===== src/bridge_legacy_pkg.sv =====
// Constants shared by the legacy decode and error control block.
// Assumes the configuration writer owns the command and window registers.
package bridge_legacy_pkg;
   // ----------------------------------------
   // Bridge control field positions
   // ----------------------------------------
   localparam int BC_PARITY_RESP_BIT = 0;
   localparam int BC_SYSERR_FWD_BIT = 1;
   localparam int BC_IO_ALIAS_BIT = 2;
   localparam int BC_VIDEO_EN_BIT = 3;
   localparam int BC_FULL_DECODE_BIT = 4;
   localparam logic [15:0] BC_WRITE_MASK = 16'h001F;
   localparam logic [15:0] BC_RESET = 16'h0000;
   // ----------------------------------------
   // Command register field positions
   // ----------------------------------------
   localparam int CMD_IO_EN_BIT = 0;
   localparam int CMD_MEM_EN_BIT = 1;
   localparam int CMD_SYSERR_EN_BIT = 8;
   // ----------------------------------------
   // Legacy display address ranges
   // ----------------------------------------
   localparam logic [31:0] VID_MEM_LO = 32'h000A_0000;
   localparam logic [31:0] VID_MEM_HI = 32'h000B_FFFF;
   localparam logic [9:0] VID_IO_A_LO = 10'h3B0;
   localparam logic [9:0] VID_IO_A_HI = 10'h3BB;
   localparam logic [9:0] VID_IO_B_LO = 10'h3C0;
   localparam logic [9:0] VID_IO_B_HI = 10'h3DF;
   // Low 256 bytes of each 1 KB block are never alias-blocked
   localparam logic [1:0] ALIAS_FREE_QUARTER = 2'h0;
endpackage


===== src/bridge_decode_if.sv =====
// Interface carrying one decode request and its verdict.
// Assumes one transaction is presented per cycle.
`timescale 1ns/10ps
`default_nettype none
interface bridge_decode_if;
   logic [31:0] addr;
   logic is_io;
   logic upstream;
   logic in_io_win;
   logic in_mem_win;
   logic forward;
   modport req (output addr, is_io, upstream, in_io_win, in_mem_win, input forward);
   modport dec (input addr, is_io, upstream, in_io_win, in_mem_win, output forward);
endinterface // bridge_decode_if
`default_nettype wire


===== src/bridge_addr_decode.sv =====
// Combinational forwarding decision for one address.
// Assumes window hits are computed by the caller.
`timescale 1ns/10ps
`default_nettype none
module bridge_addr_decode
   import bridge_legacy_pkg::*;
(
   bridge_decode_if.dec d,
   input wire logic [15:0] bctl,
   input wire logic [15:0] cmd
);
   logic vid_en;
   logic vid_hit;
   logic alias_zone;
   logic low64k;
   assign vid_en = bctl[BC_VIDEO_EN_BIT];
   assign low64k = (d.addr[31:16] == 16'h0000);
   // Legacy display hit, full decode optional
   always_comb
   begin
      if (d.is_io)
      begin
         vid_hit = low64k &&
            (((d.addr[9:0] >= VID_IO_A_LO) && (d.addr[9:0] <= VID_IO_A_HI)) ||
             ((d.addr[9:0] >= VID_IO_B_LO) && (d.addr[9:0] <= VID_IO_B_HI))) &&
            (!bctl[BC_FULL_DECODE_BIT] || (d.addr[15:10] == 6'h00));
      end
      else
      begin
         vid_hit = (d.addr >= VID_MEM_LO) && (d.addr <= VID_MEM_HI);
      end
   end
   assign alias_zone = bctl[BC_IO_ALIAS_BIT] && low64k && d.in_io_win &&
      (d.addr[9:8] != ALIAS_FREE_QUARTER);
   always_comb
   begin
      if (vid_en && vid_hit)
      begin
         // Window and alias settings do not matter here
         d.forward = !d.upstream && (d.is_io ? cmd[CMD_IO_EN_BIT]
            : cmd[CMD_MEM_EN_BIT]);
      end
      else if (d.upstream)
      begin
         d.forward = d.is_io ? (!d.in_io_win || alias_zone)
            : !d.in_mem_win;
      end
      else if (d.is_io)
      begin
         d.forward = cmd[CMD_IO_EN_BIT] && d.in_io_win && !alias_zone;
      end
      else
      begin
         d.forward = cmd[CMD_MEM_EN_BIT] && d.in_mem_win;
      end
   end
endmodule // bridge_addr_decode
`default_nettype wire


===== src/bridge_err_fwd.sv =====
// Secondary error forwarding and poisoning decisions.
// Assumes error inputs are one-cycle event pulses.
`timescale 1ns/10ps
`default_nettype none
module bridge_err_fwd
   import bridge_legacy_pkg::*;
(
   input wire logic [15:0] bctl,
   input wire logic [15:0] cmd,
   input wire logic sec_syserr,
   input wire logic sec_addr_err,
   input wire logic sec_attr_err,
   input wire logic sec_data_err,
   output logic syserr_fwd,
   output logic parity_report,
   output logic poison
);
   assign syserr_fwd = bctl[BC_SYSERR_FWD_BIT] && cmd[CMD_SYSERR_EN_BIT] &&
      sec_syserr;
   assign parity_report = bctl[BC_PARITY_RESP_BIT] &&
      (sec_addr_err || sec_attr_err || sec_data_err);
   // Poison does not look at the response bit
   assign poison = sec_data_err;
endmodule // bridge_err_fwd
`default_nettype wire


===== src/bridge_legacy_decode_error_ctrl.sv =====
// Legacy display decode, I/O alias blocking and secondary error control.
// Assumes config writes and transaction lookups arrive synchronous to CLK_SYS.
`timescale 1ns/10ps
`default_nettype none
module bridge_legacy_decode_error_ctrl
   import bridge_legacy_pkg::*;
(
   // Clock and reset
   input wire logic CLK_SYS,
   input wire logic SYS_RST,
   // Bridge control register port
   input wire logic BCTL_WR,
   input wire logic [15:0] BCTL_WDATA,
   output logic [15:0] BCTL_RDATA,
   // Command register copy
   input wire logic [15:0] CMD_REG,
   // Transaction lookup
   input wire logic LOOKUP_VALID,
   input wire logic [31:0] LOOKUP_ADDR,
   input wire logic LOOKUP_IS_IO,
   input wire logic LOOKUP_UPSTREAM,
   input wire logic LOOKUP_IN_IO_WIN,
   input wire logic LOOKUP_IN_MEM_WIN,
   output logic LOOKUP_DONE,
   output logic LOOKUP_FORWARD,
   // Secondary error events
   input wire logic SEC_SYSERR,
   input wire logic SEC_ADDR_ERR,
   input wire logic SEC_ATTR_ERR,
   input wire logic SEC_DATA_ERR,
   output logic SYSERR_UPSTREAM,
   output logic PARITY_ERR_REPORT,
   output logic POISON_DATA
);
   // ----------------------------------------
   // Bridge control register
   // ----------------------------------------
   logic [15:0] bridge_control;
   always_ff @(posedge CLK_SYS or posedge SYS_RST)
   begin
      if (SYS_RST)
         bridge_control <= BC_RESET;
      else if (BCTL_WR)
         bridge_control <= BCTL_WDATA & BC_WRITE_MASK;
   end
   always_ff @(posedge CLK_SYS or posedge SYS_RST)
   begin
      if (SYS_RST)
         BCTL_RDATA <= BC_RESET;
      else
         BCTL_RDATA <= bridge_control;
   end
   // ----------------------------------------
   // Address decode
   // ----------------------------------------
   bridge_decode_if dif ();
   assign dif.addr = LOOKUP_ADDR;
   assign dif.is_io = LOOKUP_IS_IO;
   assign dif.upstream = LOOKUP_UPSTREAM;
   assign dif.in_io_win = LOOKUP_IN_IO_WIN;
   assign dif.in_mem_win = LOOKUP_IN_MEM_WIN;
   bridge_addr_decode u_dec (
      .d(dif),
      .bctl(bridge_control),
      .cmd(CMD_REG)
   );
   // Registered verdict, one cycle after the lookup
   always_ff @(posedge CLK_SYS or posedge SYS_RST)
   begin
      if (SYS_RST)
      begin
         LOOKUP_DONE <= 1'b0;
         LOOKUP_FORWARD <= 1'b0;
      end
      else
      begin
         LOOKUP_DONE <= LOOKUP_VALID;
         LOOKUP_FORWARD <= LOOKUP_VALID && dif.forward;
      end
   end
   // ----------------------------------------
   // Error forwarding
   // ----------------------------------------
   logic syserr_fwd;
   logic parity_report;
   logic poison;
   bridge_err_fwd u_err (
      .bctl(bridge_control),
      .cmd(CMD_REG),
      .sec_syserr(SEC_SYSERR),
      .sec_addr_err(SEC_ADDR_ERR),
      .sec_attr_err(SEC_ATTR_ERR),
      .sec_data_err(SEC_DATA_ERR),
      .syserr_fwd(syserr_fwd),
      .parity_report(parity_report),
      .poison(poison)
   );
   always_ff @(posedge CLK_SYS or posedge SYS_RST)
   begin
      if (SYS_RST)
      begin
         SYSERR_UPSTREAM <= 1'b0;
         PARITY_ERR_REPORT <= 1'b0;
         POISON_DATA <= 1'b0;
      end
      else
      begin
         SYSERR_UPSTREAM <= syserr_fwd;
         PARITY_ERR_REPORT <= parity_report;
         POISON_DATA <= poison;
      end
   end
endmodule // bridge_legacy_decode_error_ctrl
`default_nettype wire


===== config.mk =====
export PLATFORM = sky130hd
export DESIGN_NAME = bridge_legacy_decode_error_ctrl
export DESIGN_NICKNAME = d
export VERILOG_FILES = /design/src/bridge_legacy_pkg.sv /design/src/bridge_decode_if.sv /design/src/bridge_addr_decode.sv /design/src/bridge_err_fwd.sv /design/src/bridge_legacy_decode_error_ctrl.sv
export SDC_FILE = /design/constraint.sdc
export NUM_CORES = 1
export LEC_CHECK = 0
export ABC_CLOCK_PERIOD_IN_PS = 3000
export BUFFER_PORTS_ARGS = -buffer_cell sky130_fd_sc_hd__buf_2
export CORE_MARGIN = 3
export CORE_UTILIZATION = 33
export CTS_CLUSTER_SIZE = 24
export DETAILED_ROUTE_END_ITERATION = 12
export PLACE_DENSITY = 0.84
export SLEW_MARGIN = 20
export SYNTH_ARGS = -nofsm -noshare
export SYNTH_HDL_FRONTEND = slang
export SYNTH_SLANG_ARGS = --single-unit

===== constraint.sdc =====
create_clock -name CLK_SYS -period 3 [get_ports CLK_SYS]
set_input_delay 0.15 -clock CLK_SYS [delete_from_list [all_inputs] [get_ports CLK_SYS]]
set_output_delay 0.15 -clock CLK_SYS [all_outputs]
set_load 0.02 [all_outputs]

======== Yosys cells after proc, flatten, opt, wreduce, memory -nomap -nowiden ========
Index checks and enable logic that the tools add are counted.
W data, S select, Z words.
storage, ports and cells
  word-level logic and storage cells ...... 49
  input port bits ......................... 76
  output and inout bits ................... 21
  register bits after elaboration ......... 15
cells by class
  $lt $le $gt $ge ......................... 6
  reduce and logical (&&, ||, !) cells .... 30
  multiplexer cells ....................... 6
operator list
  cell                    number
  $ge A32 B20 Y1 const B  1
  $le A32 B20 Y1 const B  1
  $ge A10 B10 Y1 const B  2
  $le A10 B10 Y1 const B  2
  $logic_and A1 B1 Y1     17
  $logic_not A16 Y1       1
  $logic_not A6 Y1        1
  $mux W1                 6
  $logic_not A1 Y1        5
  $logic_or A1 B1 Y1      5
  $reduce_bool A2 Y1      1

======== Longest topological paths before layout ========
Gate-level depths: netlist of run 1.
  depth after elaboration ................. 10
  depth in mapped cells ................... 5
  gate-level depth less buffers ........... 5

======== Modules after synthesis ========
Synthesis of run 1 repeated with hierarchy kept, for this count alone.
second synthesis, totals
  cell total of the unflattened synthesis .. 68
  area, all modules ....................... 754.5 um2
by module, submodules not included
  module                           area each (um2)  sequential area each (um2)  instances  cells an instance
  bridge_legacy_decode_error_ctrl  528.0            375.4                       1          34
  bridge_addr_decode               203.9            0.0                         1          31
  bridge_err_fwd                   22.5             0.0                         1          3

======== Worst setup path after synthesis of run 1 ========
Ideal clock, no wire load.
  kind .................................... input to register
  start ................................... in LOOKUP_ADDR[11]
  end ..................................... reg LOOKUP_FORWARD
  path slack .............................. 1.462 ns
  stages .................................. 5
  required time ........................... 2.905 ns
  path buffers ............................ 0
  data arrival time ....................... 1.443 ns
  setup time .............................. 0.095 ns
  cells stage by stage .................... or4_1 o311a_1 a2111oi_4 nand4_1 o31ai_1
between the ends
  word-level cells in the longest chain between the ends .. 7
  elaborated cells between the ends (all ways) .. 10
  those cells by class .................... 2 x order compare; 2 x mux; 6 x reduce/logical
ends and longest elaborated chain
  item                                                                    RTL line                               RTL
  start, declared                                                         bridge_legacy_decode_error_ctrl.sv:19  input wire logic [31:0] LOOKUP_ADDR,
  parallel branches: the longest is 3 deep, another holds $ge A32 B20 Y1  -
  $mux W1 (*)                                                             bridge_addr_decode.sv:21               if (d.is_io)
  $logic_and A1 B1 Y1 (*)                                                 bridge_addr_decode.sv:37               if (vid_en && vid_hit)
  $mux W1 (*)                                                             bridge_addr_decode.sv:37
  $logic_and A1 B1 Y1 (*)                                                 bridge_legacy_decode_error_ctrl.sv:78  LOOKUP_FORWARD <= LOOKUP_VALID && dif.forward;
  end signal, assigned                                                    bridge_legacy_decode_error_ctrl.sv:78
  end, declared                                                           bridge_legacy_decode_error_ctrl.sv:25  output logic LOOKUP_FORWARD,
Every way passes the cells marked *.
A chain may end at the register's enable or synchronous reset.

======== Worst setup path in the final report of run 1 ========
Ends and elaborated chain as after synthesis.

==> flow_summary_export.csv, run 1 <==
group,metric,value,unit
sta,fin_crit_sh,0.4909,
global_route,antenna_found_initial,0,
place,pre_cts_slack,1.226,ns
global_route,grt_max_degree,16,
sta,drv_slew,0,
synth,synth_top_area_cell,"dfrtp_1",
sta,finClkSkew,0.001172,ns
global_route,grt_pass1_vias,656,
final_layout,fillCellCount,185,
clocking,tritoncts,"built",
synth,async_flop_share,1.000,
floorplanning,die_h,53.58,um
routing,routed_wl,1845,um
synth,yosys-top-cells-area,"dfrtp_1, buf_4, mux2_2, a2111oi_4, and3_1",
synth,yosysWarningCount,0,
global_route,track_usage,0.1198,
synth,synthDominantCellAreaShare,0.5025,
min_path,min_path_type,"primary input to flop",
routing,first_pass_iters,4,
global_route,grt_first_pass_wirelength,2539,um
critical_path,r2r-end,"LOOKUP_FORWARD",
synth,synth_cell_type_count,27,
routing,viasPerCell,4.568,
sta,finalCriticalPeriod,1.473,ns
place,routabilityCongestion,0.6174,
floorplanning,row_count,16,
clocking,clockBufferDepth,2,
critical_path,crit_type,"primary input to flop",
sta,final-setup-viol-count,0,
routing,drc,0,
synth,synth_area,747.0,um2
routing,avgRoutedWirePerCell,11.90,um
final_layout,drive_gt1_frac,0.5469,
sta,finalSetupTns,0,ns
final_layout,multi_input_area,319.1,um2
synth,avgSynthCellArea,11.86,um2
critical_path,rr_worst_depth,4,
place,hpwlAfterDp,1593,um
pwr,vdd_drop_max,247.4,uV
final_layout,ff_latch_area,375.4,um2
clocking,cts_buffers,3,
clocking,h-tree-depth,1,
synth,synth_flop_cell,"dfrtp_1",
pwr,p_total,444.3,uW
run_status,status,"complete, no violations",
clocking,postCtsSetupRepairBufs,0,
critical_path,startpoint_type,"primary input",
critical_path,path_max_fanout,2,
place,port-buffer-count,59,
floorplanning,chipWidth,53.58,um
clocking,cts_sinks,15,
routing,via_count,708,
clocking,clock_latency,0.27,ns
synth,synth-edff-count,0,
critical_path,worst_setup_path_end_kind,"flop",
critical_path,reg2reg_slack,1.66,ns
sta,whs,0.1036,ns
critical_path,critPathCapture,"LOOKUP_FORWARD",
final_layout,fin_nets,205,
sta,hold_violations,0,
final_layout,synthToLayoutAreaGrowth,46.06,%
synth,ys_seq_area_frac,0.5025,
critical_path,required,3.18,ns
global_route,grt.overflow.total,0,
critical_path,critPathLaunch,"LOOKUP_ADDR[11]",
sta,rsz0062_at_grt,"false",
routing,ant_nets,0,
pwr,powerDensity,407.2,mW/mm2
floorplanning,core,0.002042,mm2
synth,ys_ff_latch,15,
floorplanning,die-area,0.002870,mm2
sta,max_freq,0.6790,GHz
critical_path,reg2reg_from,"bridge_control[3]",
flow_run,cap_violations,0,
sta,fin_ws,1.527,ns
critical_path,crit_arrival,1.65,ns
clocking,cts_root_buf,"clkbuf_4",
clocking,clk_pin_slew,0.09,ns
routing,drt_iter0_markers,11,
final_layout,diodes,0,
sta,maxSlewHeadroom,0.6498,
floorplanning,ios,97,
floorplanning,start_util,0.3658,
sta,tightestPinTransition,0.5247,ns
synth,synth_cells,63,
final_layout,fin_util,0.5343,
pwr,power.leakage,0.0005660,uW
-- layer usage --
metal  global-route usage  part of all wire  up-vias  routed length (um)
met5                    0                 0        -                   0
met2               0.2347              0.55       46                1011
met1               0.1196              0.32      315                 588
li1                     -                 -      345                   -
met3              0.02216              0.12        2                 229
met4              0.05532            0.0076        0                  14
-- Yosys cell counts (all sizes together) (2+ instances only) --
cell type	instances
nand4	2
mux2	6
nor2b	2
buf	11
and3	2
dfrtp	15
nor4	2
nor3	2
o21ai	2
inv	2
-- worst min-delay path by stage --
stage / slack (ns) / cells after the start / start / to
4_1_cts: 0.09 / 2 / SEC_ADDR_ERR / PARITY_ERR_REPORT
5_1_grt: 0.09 / 2 / BCTL_WDATA[3] / bridge_control[3]
2_1_floorplan: 0.05 / 1 / SYS_RST / BCTL_RDATA[0]
3_5_place_dp: 0.21 / 2 / SYS_RST / BCTL_RDATA[2]
3_3_place_gp: 0.20 / 2 / SYS_RST / BCTL_RDATA[4]
6_report: 0.10 / 2 / SEC_ADDR_ERR / PARITY_ERR_REPORT
-- metrics by stage --
stage                     cell area, um2  instances
after floorplan                    784.5         73
after global placement              1031        148
after detailed placement            1031        148
after CTS                           1091        155
after global routing                1091        155
final                               1091        155
-- critical path, cell delays in order --
cell and delay, ns:
buf_2 0.09, or4_1 0.52, o311a_1 0.35, a2111oi_4 0.32, nand4_1 0.14, o31ai_1 0.08
-- report_power, final --
part / switching (uW) / total (uW) / internal, uW
logic: 57.7 / 106 / 47.8
registers: 7.52 / 227 / 220
clock network: 61.1 / 112 / 50.5
total: 126 / 444 / 318
-- placed cells by master (no fill, tap or decap), drive strengths merged --
master,n
mux2,6
and3,2
nor3,2
a41oi,1
nand3b,1
a2111oi,1
conb,11
o31a,1
clkbuf,3
dlygate4sd3,3
nor2,1
o21ai,2
nand4,2
o21a,1
and4b,1
a31oi,1
buf,59
nand2,1
inv,2
o2111ai,1
nor2b,2
o211a,1
or4,1
clkinvlp,1
dfrtp,15
o211ai,1
nand3,1
o311a,1
nor4,2
o31ai,1
-- state kept, by name, indices dropped and copies added, names as in the netlist --
register / flops
SYSERR_UPSTREAM: 1
BCTL_RDATA: 5
POISON_DATA: 1
PARITY_ERR_REPORT: 1
LOOKUP_DONE: 1
bridge_control: 5
LOOKUP_FORWARD: 1
-- area by class of cell --
cell class | instances | area share
Timing Repair Buffer | 62 | 0.2982
Multi-Input combinational cell | 45 | 0.2924
Inverter | 2 | 0.006881
Tap cell | 27 | 0.03096
Clock buffer | 3 | 0.02064
Sequential cell | 15 | 0.3440
Clock inverter | 1 | 0.006881
-- cell families after synthesis --
logic type             count (synthesis)  share of synthesized area
and+or+nand+nor                       16                     0.1306
DFF                                   15                     0.5025
muxes                                  6                    0.09045
buffers and inverters                 13                     0.1206
other                                  1                   0.005020
AOI/OAI and AO/OA                     12                     0.1508
-- timing repair --
item / in CTS / in global routing
hold endpoints to repair: 17 / 0
hold buffers: 3 / 0
setup endpoints to repair: 0 / 0
resized for setup: 0 / 0
Note: power is estimated with default switching activity, not from simulation.
==> run 2: changes to the inputs <==
--- a/config.mk
+++ b/config.mk
@@ -5,13 +5,13 @@
 export SDC_FILE = /design/constraint.sdc
 export NUM_CORES = 1
 export LEC_CHECK = 0
-export ABC_CLOCK_PERIOD_IN_PS = 3000
+export ABC_CLOCK_PERIOD_IN_PS = 1270
 export BUFFER_PORTS_ARGS = -buffer_cell sky130_fd_sc_hd__buf_2
 export CORE_MARGIN = 3
-export CORE_UTILIZATION = 33
+export CORE_UTILIZATION = 28
 export CTS_CLUSTER_SIZE = 24
 export DETAILED_ROUTE_END_ITERATION = 12
-export PLACE_DENSITY = 0.84
+export PLACE_DENSITY = 0.76
 export SLEW_MARGIN = 20
 export SYNTH_ARGS = -nofsm -noshare
 export SYNTH_HDL_FRONTEND = slang
==> constraint.sdc (replaced) <==
create_clock -name CLK_SYS -period 1.27 [get_ports CLK_SYS]
set_input_delay 0.0635 -clock CLK_SYS [delete_from_list [all_inputs] [get_ports CLK_SYS]]
set_output_delay 0.0635 -clock CLK_SYS [all_outputs]
set_load 0.02 [all_outputs]
==> run 2 against run 1 <==
  * Flip-flop and latch count is the same
  * Clock power is 130% higher
  * Global-route usage decreased by 0.15 points
  * Critical endpoint unchanged
  * Critical path depth decreased by 1
  * Largest power group unchanged
  * Non-clock buffer count rose by 3
  * The flow now finishes with violations (setup timing)
==> flow_summary_export.csv, run 2 (same netlist as run 1, synthesis figures left out) <==
group,metric,value,unit
sta,maxSlewHeadroom,0.6318,
clocking,cts_root_buf,"clkbuf_4",
routing,viasPerCell,4.553,
global_route,grt.overflow.total,0,
final_layout,synthToLayoutAreaGrowth,50.25,%
flow_run,cap_violations,0,
sta,whs,0.01667,ns
global_route,track_usage,0.1183,
critical_path,reg2reg_slack,-0.07,ns
critical_path,worst_setup_path_end_kind,"flop",
sta,finalSetupTns,-0.06672,ns
pwr,powerDensity,945.1,mW/mm2
floorplanning,ios,97,
critical_path,required,1.46,ns
floorplanning,core,0.002500,mm2
min_path,min_path_type,"primary input to flop",
run_status,status,"finished with violations",
critical_path,critPathLaunch,"bridge_control[3]",
floorplanning,row_count,18,
pwr,power.share.sequential,0.508,
sta,tightestPinTransition,0.5517,ns
clocking,clockBufferDepth,2,
final_layout,fin_cells,161,
critical_path,reg2reg_from,"bridge_control[3]",
sta,finalCriticalPeriod,1.337,ns
pwr,vdd_drop_max,553.3,uV
critical_path,r2r-end,"LOOKUP_FORWARD",
routing,routed_wl,1994,um
final_layout,reg.largest.list,"BCTL_RDATA: 5 flops, bridge_control: 5 flops",
place,hpwlAfterDp,1686,um
min_path,min_to,"PARITY_ERR_REPORT",
clocking,cts_buffers,3,
sta,drv_slew,0,
final_layout,layout_commonest_cell,"buf_2",
pwr,p_sw,306.2,uW
clocking,tritoncts,"built",
global_route,grt_max_degree,16,
place,place_area,0.001050,mm2
sta,hold_violations,0,
global_route,antenna_found_initial,0,
sta,finClkSkew,0.0006868,ns
place,port-buffer-count,59,
routing,via_count,733,
sta,final-setup-viol-count,1,
final_layout,fin_nets,208,
final_layout,fin_util,0.4489,
critical_path,startpoint_type,"flop",
pwr,comb_power_share,0.244,
sta,fin_crit_sh,1.053,
clocking,h-tree-depth,1,
pwr,power.leakage,0.0005837,uW
critical_path,crit_arrival,1.52,ns
final_layout,fillCellCount,243,
critical_path,slowest_stage,"dfrtp_1",
sta,fin_ws,-0.06672,ns
pwr,p_int,754.5,uW
run_status,failed_checks,"setup timing",
global_route,grt_pass1_vias,754,
min_path,min_from,"SEC_ADDR_ERR",
critical_path,crit_chain,"and4b_1, a41oi_2, a2111oi_4, nand4_1, o31ai_1",
routing,ant_nets,0,
floorplanning,start_util,0.2988,
clocking,clk_pin_slew,0.09,ns
critical_path,path_max_fanout,3,
floorplanning,chipWidth,57.65,um
critical_path,cpPeakStageDelay,0.40,ns
place,dp.cells,153,
floorplanning,die-area,0.003324,mm2
critical_path,rr_worst_depth,5,
final_layout,fin_area,0.001122,mm2
sta,max_freq,0.7481,GHz
pwr,p_clk_frac,0.248,
min_path,hold_depth,2,
routing,drc,0,
critical_path,crit_type,"flop to flop",
routing,first_pass_iters,3,
clocking,cts_sinks,15,
floorplanning,die_h,57.65,um
global_route,grt_first_pass_wirelength,3091,um
pwr,p_sw_frac,0.2886,
final_layout,diodes,0,
place,routabilityCongestion,0.6970,
sta,rsz0062_at_grt,"true",
final_layout,final_cell_mix,"buf_2, dfrtp_1, conb_1",
final_layout,drive_gt1_frac,0.5649,
clocking,clock_latency,0.27,ns
routing,drt_iter0_markers,6,
routing,avgRoutedWirePerCell,12.39,um
run 2: worst max path at each step:
stage	to	slack, ns	cells past startpoint
5_1_grt	LOOKUP_FORWARD	-0.15	5
4_1_cts	LOOKUP_FORWARD	-0.07	5
3_3_place_gp	LOOKUP_FORWARD	-0.27	6
3_5_place_dp	LOOKUP_FORWARD	-0.32	6
6_report	LOOKUP_FORWARD	-0.07	5
2_1_floorplan	LOOKUP_FORWARD	-0.14	5
run 2: stage by stage:
step           total power, uW  setup slack, ns
6_report                  1061         -0.06672
5_1_grt                   1123          -0.1463
4_1_cts                   1074         -0.06909
3_5_place_dp             795.5          -0.3218
3_3_place_gp             785.8          -0.2722
2_1_floorplan            694.2          -0.1444
run 2: power by group through the flow:
stage	combinational [uW]	clock (uW)	sequential (uW)
floorplan	115	0	579
global route	282	297	544
CTS	262	272	539
finish	259	263	539
detailed placement	246	0	549
global placement	239	0	547
run 2: worst max-delay path, delay by kind of cell, from the launching register on:
family / cells / cell delay (ns)
compound gates: 3 / 0.48
flops: 1 / 0.40
simple gates: 2 / 0.37
run 2: per-layer routing:
layer | vias to the layer above | GRT usage | wire (um)
met4 | 0 | 0.02980 | 0
li1 | 350 | - | -
met2 | 57 | 0.2065 | 959
met3 | 0 | 0.03563 | 297
met1 | 326 | 0.1417 | 737
met5 | - | 0 | 0
run 2: what timing repair did:
| item | in CTS | in global routing |
|---|---|---|
| buffers inserted | 1 | 0 |
| setup endpoints to repair | 1 | 1 |
| pin swaps | 0 | 0 |
| hold buffers | 3 | 0 |
| hold endpoints to repair | 17 | 0 |
| gates resized for setup | 1 | 0 |
run 2: cell type report:
cell class / instances / area (um2) / share of cell area
clock inverter: 1 / 5.005 / 0.004459
clock buffer: 3 / 22.52 / 0.02007
sequential: 15 / 375.4 / 0.3344
multi-input combinational: 45 / 326.6 / 0.2910
inverter: 2 / 7.507 / 0.006689
tap: 30 / 37.54 / 0.03344
timing repair buffer: 65 / 347.8 / 0.3099
==> run 3: changes to the inputs <==
--- a/config.mk
+++ b/config.mk
@@ -8,10 +8,11 @@
 export ABC_CLOCK_PERIOD_IN_PS = 1270
 export BUFFER_PORTS_ARGS = -buffer_cell sky130_fd_sc_hd__buf_2
 export CORE_MARGIN = 3
-export CORE_UTILIZATION = 28
+export CORE_UTILIZATION = 29
+export CTS_BUF_LIST = sky130_fd_sc_hd__clkbuf_4
 export CTS_CLUSTER_SIZE = 24
 export DETAILED_ROUTE_END_ITERATION = 12
-export PLACE_DENSITY = 0.76
+export PLACE_DENSITY = 0.79
 export SLEW_MARGIN = 20
 export SYNTH_ARGS = -nofsm -noshare
 export SYNTH_HDL_FRONTEND = slang
==> run 3 against run 2 <==
  * The run still ends with setup timing left
  * Critical path depth unchanged
  * Cell area decreased by 0.67%
  * Flip-flop and latch count unchanged
  * Core utilization increased by 3.2 points
  * Wire length decreased by 3.4%
  * Combinational power about the same
  * Global-route usage increased by 0.16 points
  * First-iteration DRC count decreased by 67%
  * Clock skew increased by 0.0014 ns
  * Via count decreased by 0.68%
==> flow_summary_export.csv, run 3 (same netlist as run 1, synthesis figures left out) <==
group,metric,value,unit
run_status,status,"finished with violations",
floorplanning,start_util,0.3222,
final_layout,synthToLayoutAreaGrowth,49.25,%
sta,whs,0.02305,ns
clocking,h-tree-depth,1,
pwr,vdd_drop_max,483.0,uV
routing,viasPerCell,4.579,
final_layout,final_cell_mix,"buf_2, dfrtp_1, conb_1",
floorplanning,core,0.002318,mm2
clocking,cts_sinks,15,
pwr,p_total,1069,uW
pwr,powerDensity,959.2,mW/mm2
critical_path,path_max_fanout,3,
place,port-buffer-count,59,
critical_path,reg2reg_slack,-0.03,ns
routing,avgRoutedWirePerCell,12.12,um
global_route,antenna_found_initial,0,
floorplanning,die_h,56.75,um
floorplanning,row_count,17,
pwr,p_sw_frac,0.2703,
pwr,p_int,780.3,uW
clocking,clk_pin_slew,0.08,ns
pwr,power.leakage,0.0005842,uW
final_layout,diodes,0,
sta,fin_crit_sh,1.020,
routing,drc,0,
place,dp.cells,152,
place,hpwlAfterDp,1679,um
routing,routed_wl,1927,um
global_route,grt_first_pass_wirelength,3022,um
sta,final-setup-viol-count,1,
critical_path,worst_setup_path_end_kind,"flop",
min_path,min_from,"SEC_ATTR_ERR",
critical_path,crit_type,"flop to flop",
final_layout,drive_gt1_frac,0.5573,
sta,fin_ws,-0.02565,ns
critical_path,r2r-end,"LOOKUP_FORWARD",
clocking,postCtsSetupRepairBufs,0,
floorplanning,die-area,0.003221,mm2
clocking,cts_root_buf,"clkbuf_4",
min_path,min_to,"PARITY_ERR_REPORT",
pwr,p_clk_frac,0.255,
min_path,hold_depth,2,
pwr,p_sw,289.0,uW
clocking,clockBufferDepth,2,
clocking,tritoncts,"built",
global_route,grt_max_degree,16,
pwr,comb_power_share,0.242,
routing,via_count,728,
critical_path,reg2reg_from,"bridge_control[3]",
routing,ant_nets,0,
clocking,cts_buffers,3,
place,routabilityCongestion,0.7558,
floorplanning,chipWidth,56.75,um
global_route,grt_pass1_vias,727,
sta,maxSlewHeadroom,0.6383,
pwr,power.share.sequential,0.503,
sta,tightestPinTransition,0.5419,ns
sta,drv_slew,0,
sta,finClkSkew,0.002072,ns
critical_path,rr_worst_depth,5,
flow_run,cap_violations,0,
routing,first_pass_iters,3,
clocking,clock_latency,0.27,ns
global_route,track_usage,0.1199,
sta,hold_violations,0,
sta,max_freq,0.7718,GHz
critical_path,startpoint_type,"flop",
run_status,failed_checks,"setup timing",
global_route,grt.overflow.total,0,
floorplanning,ios,97,
critical_path,required,1.45,ns
final_layout,fin_nets,208,
sta,finalCriticalPeriod,1.296,ns
min_path,min_path_type,"primary input to flop",
final_layout,fin_cells,159,
sta,rsz0062_at_grt,"true",
final_layout,reg.largest.list,"BCTL_RDATA: 5 flops, bridge_control: 5 flops",
final_layout,layout_commonest_cell,"buf_2",
routing,drt_iter0_markers,2,
critical_path,crit_arrival,1.48,ns
## run 3: critical path: stages (launching register included)
cell       delay [ns]
dfrtp_1          0.39
and4b_1          0.21
a41oi_1          0.06
a2111oi_4        0.33
nand4_1          0.13
o31ai_1          0.08
## run 3: timing repair
action | in CTS | in global routing
cloned | 0 | 0
endpoints found under the setup margin | 1 | 1
hold buffers | 3 | 0
resized for setup | 0 | 0
hold endpoints to repair | 17 | 0
pin swaps | 1 | 0
## run 3: area by class of cell
class                      instances  area, um2
fill                             219       1204
sequential                        15      375.4
timing repair buffer              65      347.8
multi-input combinational         45      319.1
tap                               28      35.03
clock buffer                       4      30.03
inverter                           2      7.507
## run 3: layer usage
layer	vias to the layer above	part of all wire	GRT usage
li1	353	-	-
met1	311	0.40	0.1491
met2	64	0.43	0.1947
met3	0	0.17	0.03678
met4	0	0	0.04305
met5	-	0	0
## run 3: worst max-delay path by stage
stage | start | endpoint | slack (ns)
2_1_floorplan | LOOKUP_ADDR[11] | LOOKUP_FORWARD | -0.14
3_3_place_gp | LOOKUP_ADDR[11] | LOOKUP_FORWARD | -0.28
3_5_place_dp | LOOKUP_ADDR[11] | LOOKUP_FORWARD | -0.34
4_1_cts | bridge_control[3] | LOOKUP_FORWARD | -0.04
5_1_grt | bridge_control[3] | LOOKUP_FORWARD | -0.13
6_report | bridge_control[3] | LOOKUP_FORWARD | -0.03
## run 3: power groups by stage
stage / registers, uW / logic, uW / clock network (uW)
after floorplan: 579 / 115 / 0
after global placement: 548 / 245 / 0
after detailed placement: 549 / 252 / 0
after CTS: 539 / 261 / 294
after global routing: 544 / 280 / 317
final: 538 / 259 / 272
## run 3: metrics by stage
step | setup slack, ns | util | setup TNS (ns) | instance area [um2]
final | -0.02565 | 0.4808 | -0.02565 | 1115
after global routing | -0.1324 | 0.4808 | -0.1324 | 1115
after CTS | -0.03919 | 0.4808 | -0.03919 | 1115
after detailed placement | -0.3366 | 0.4549 | -0.3366 | 1055
after global placement | -0.2773 | 0.4549 | -0.2773 | 1055
after floorplan | -0.1444 | - | -0.1444 | 784.5
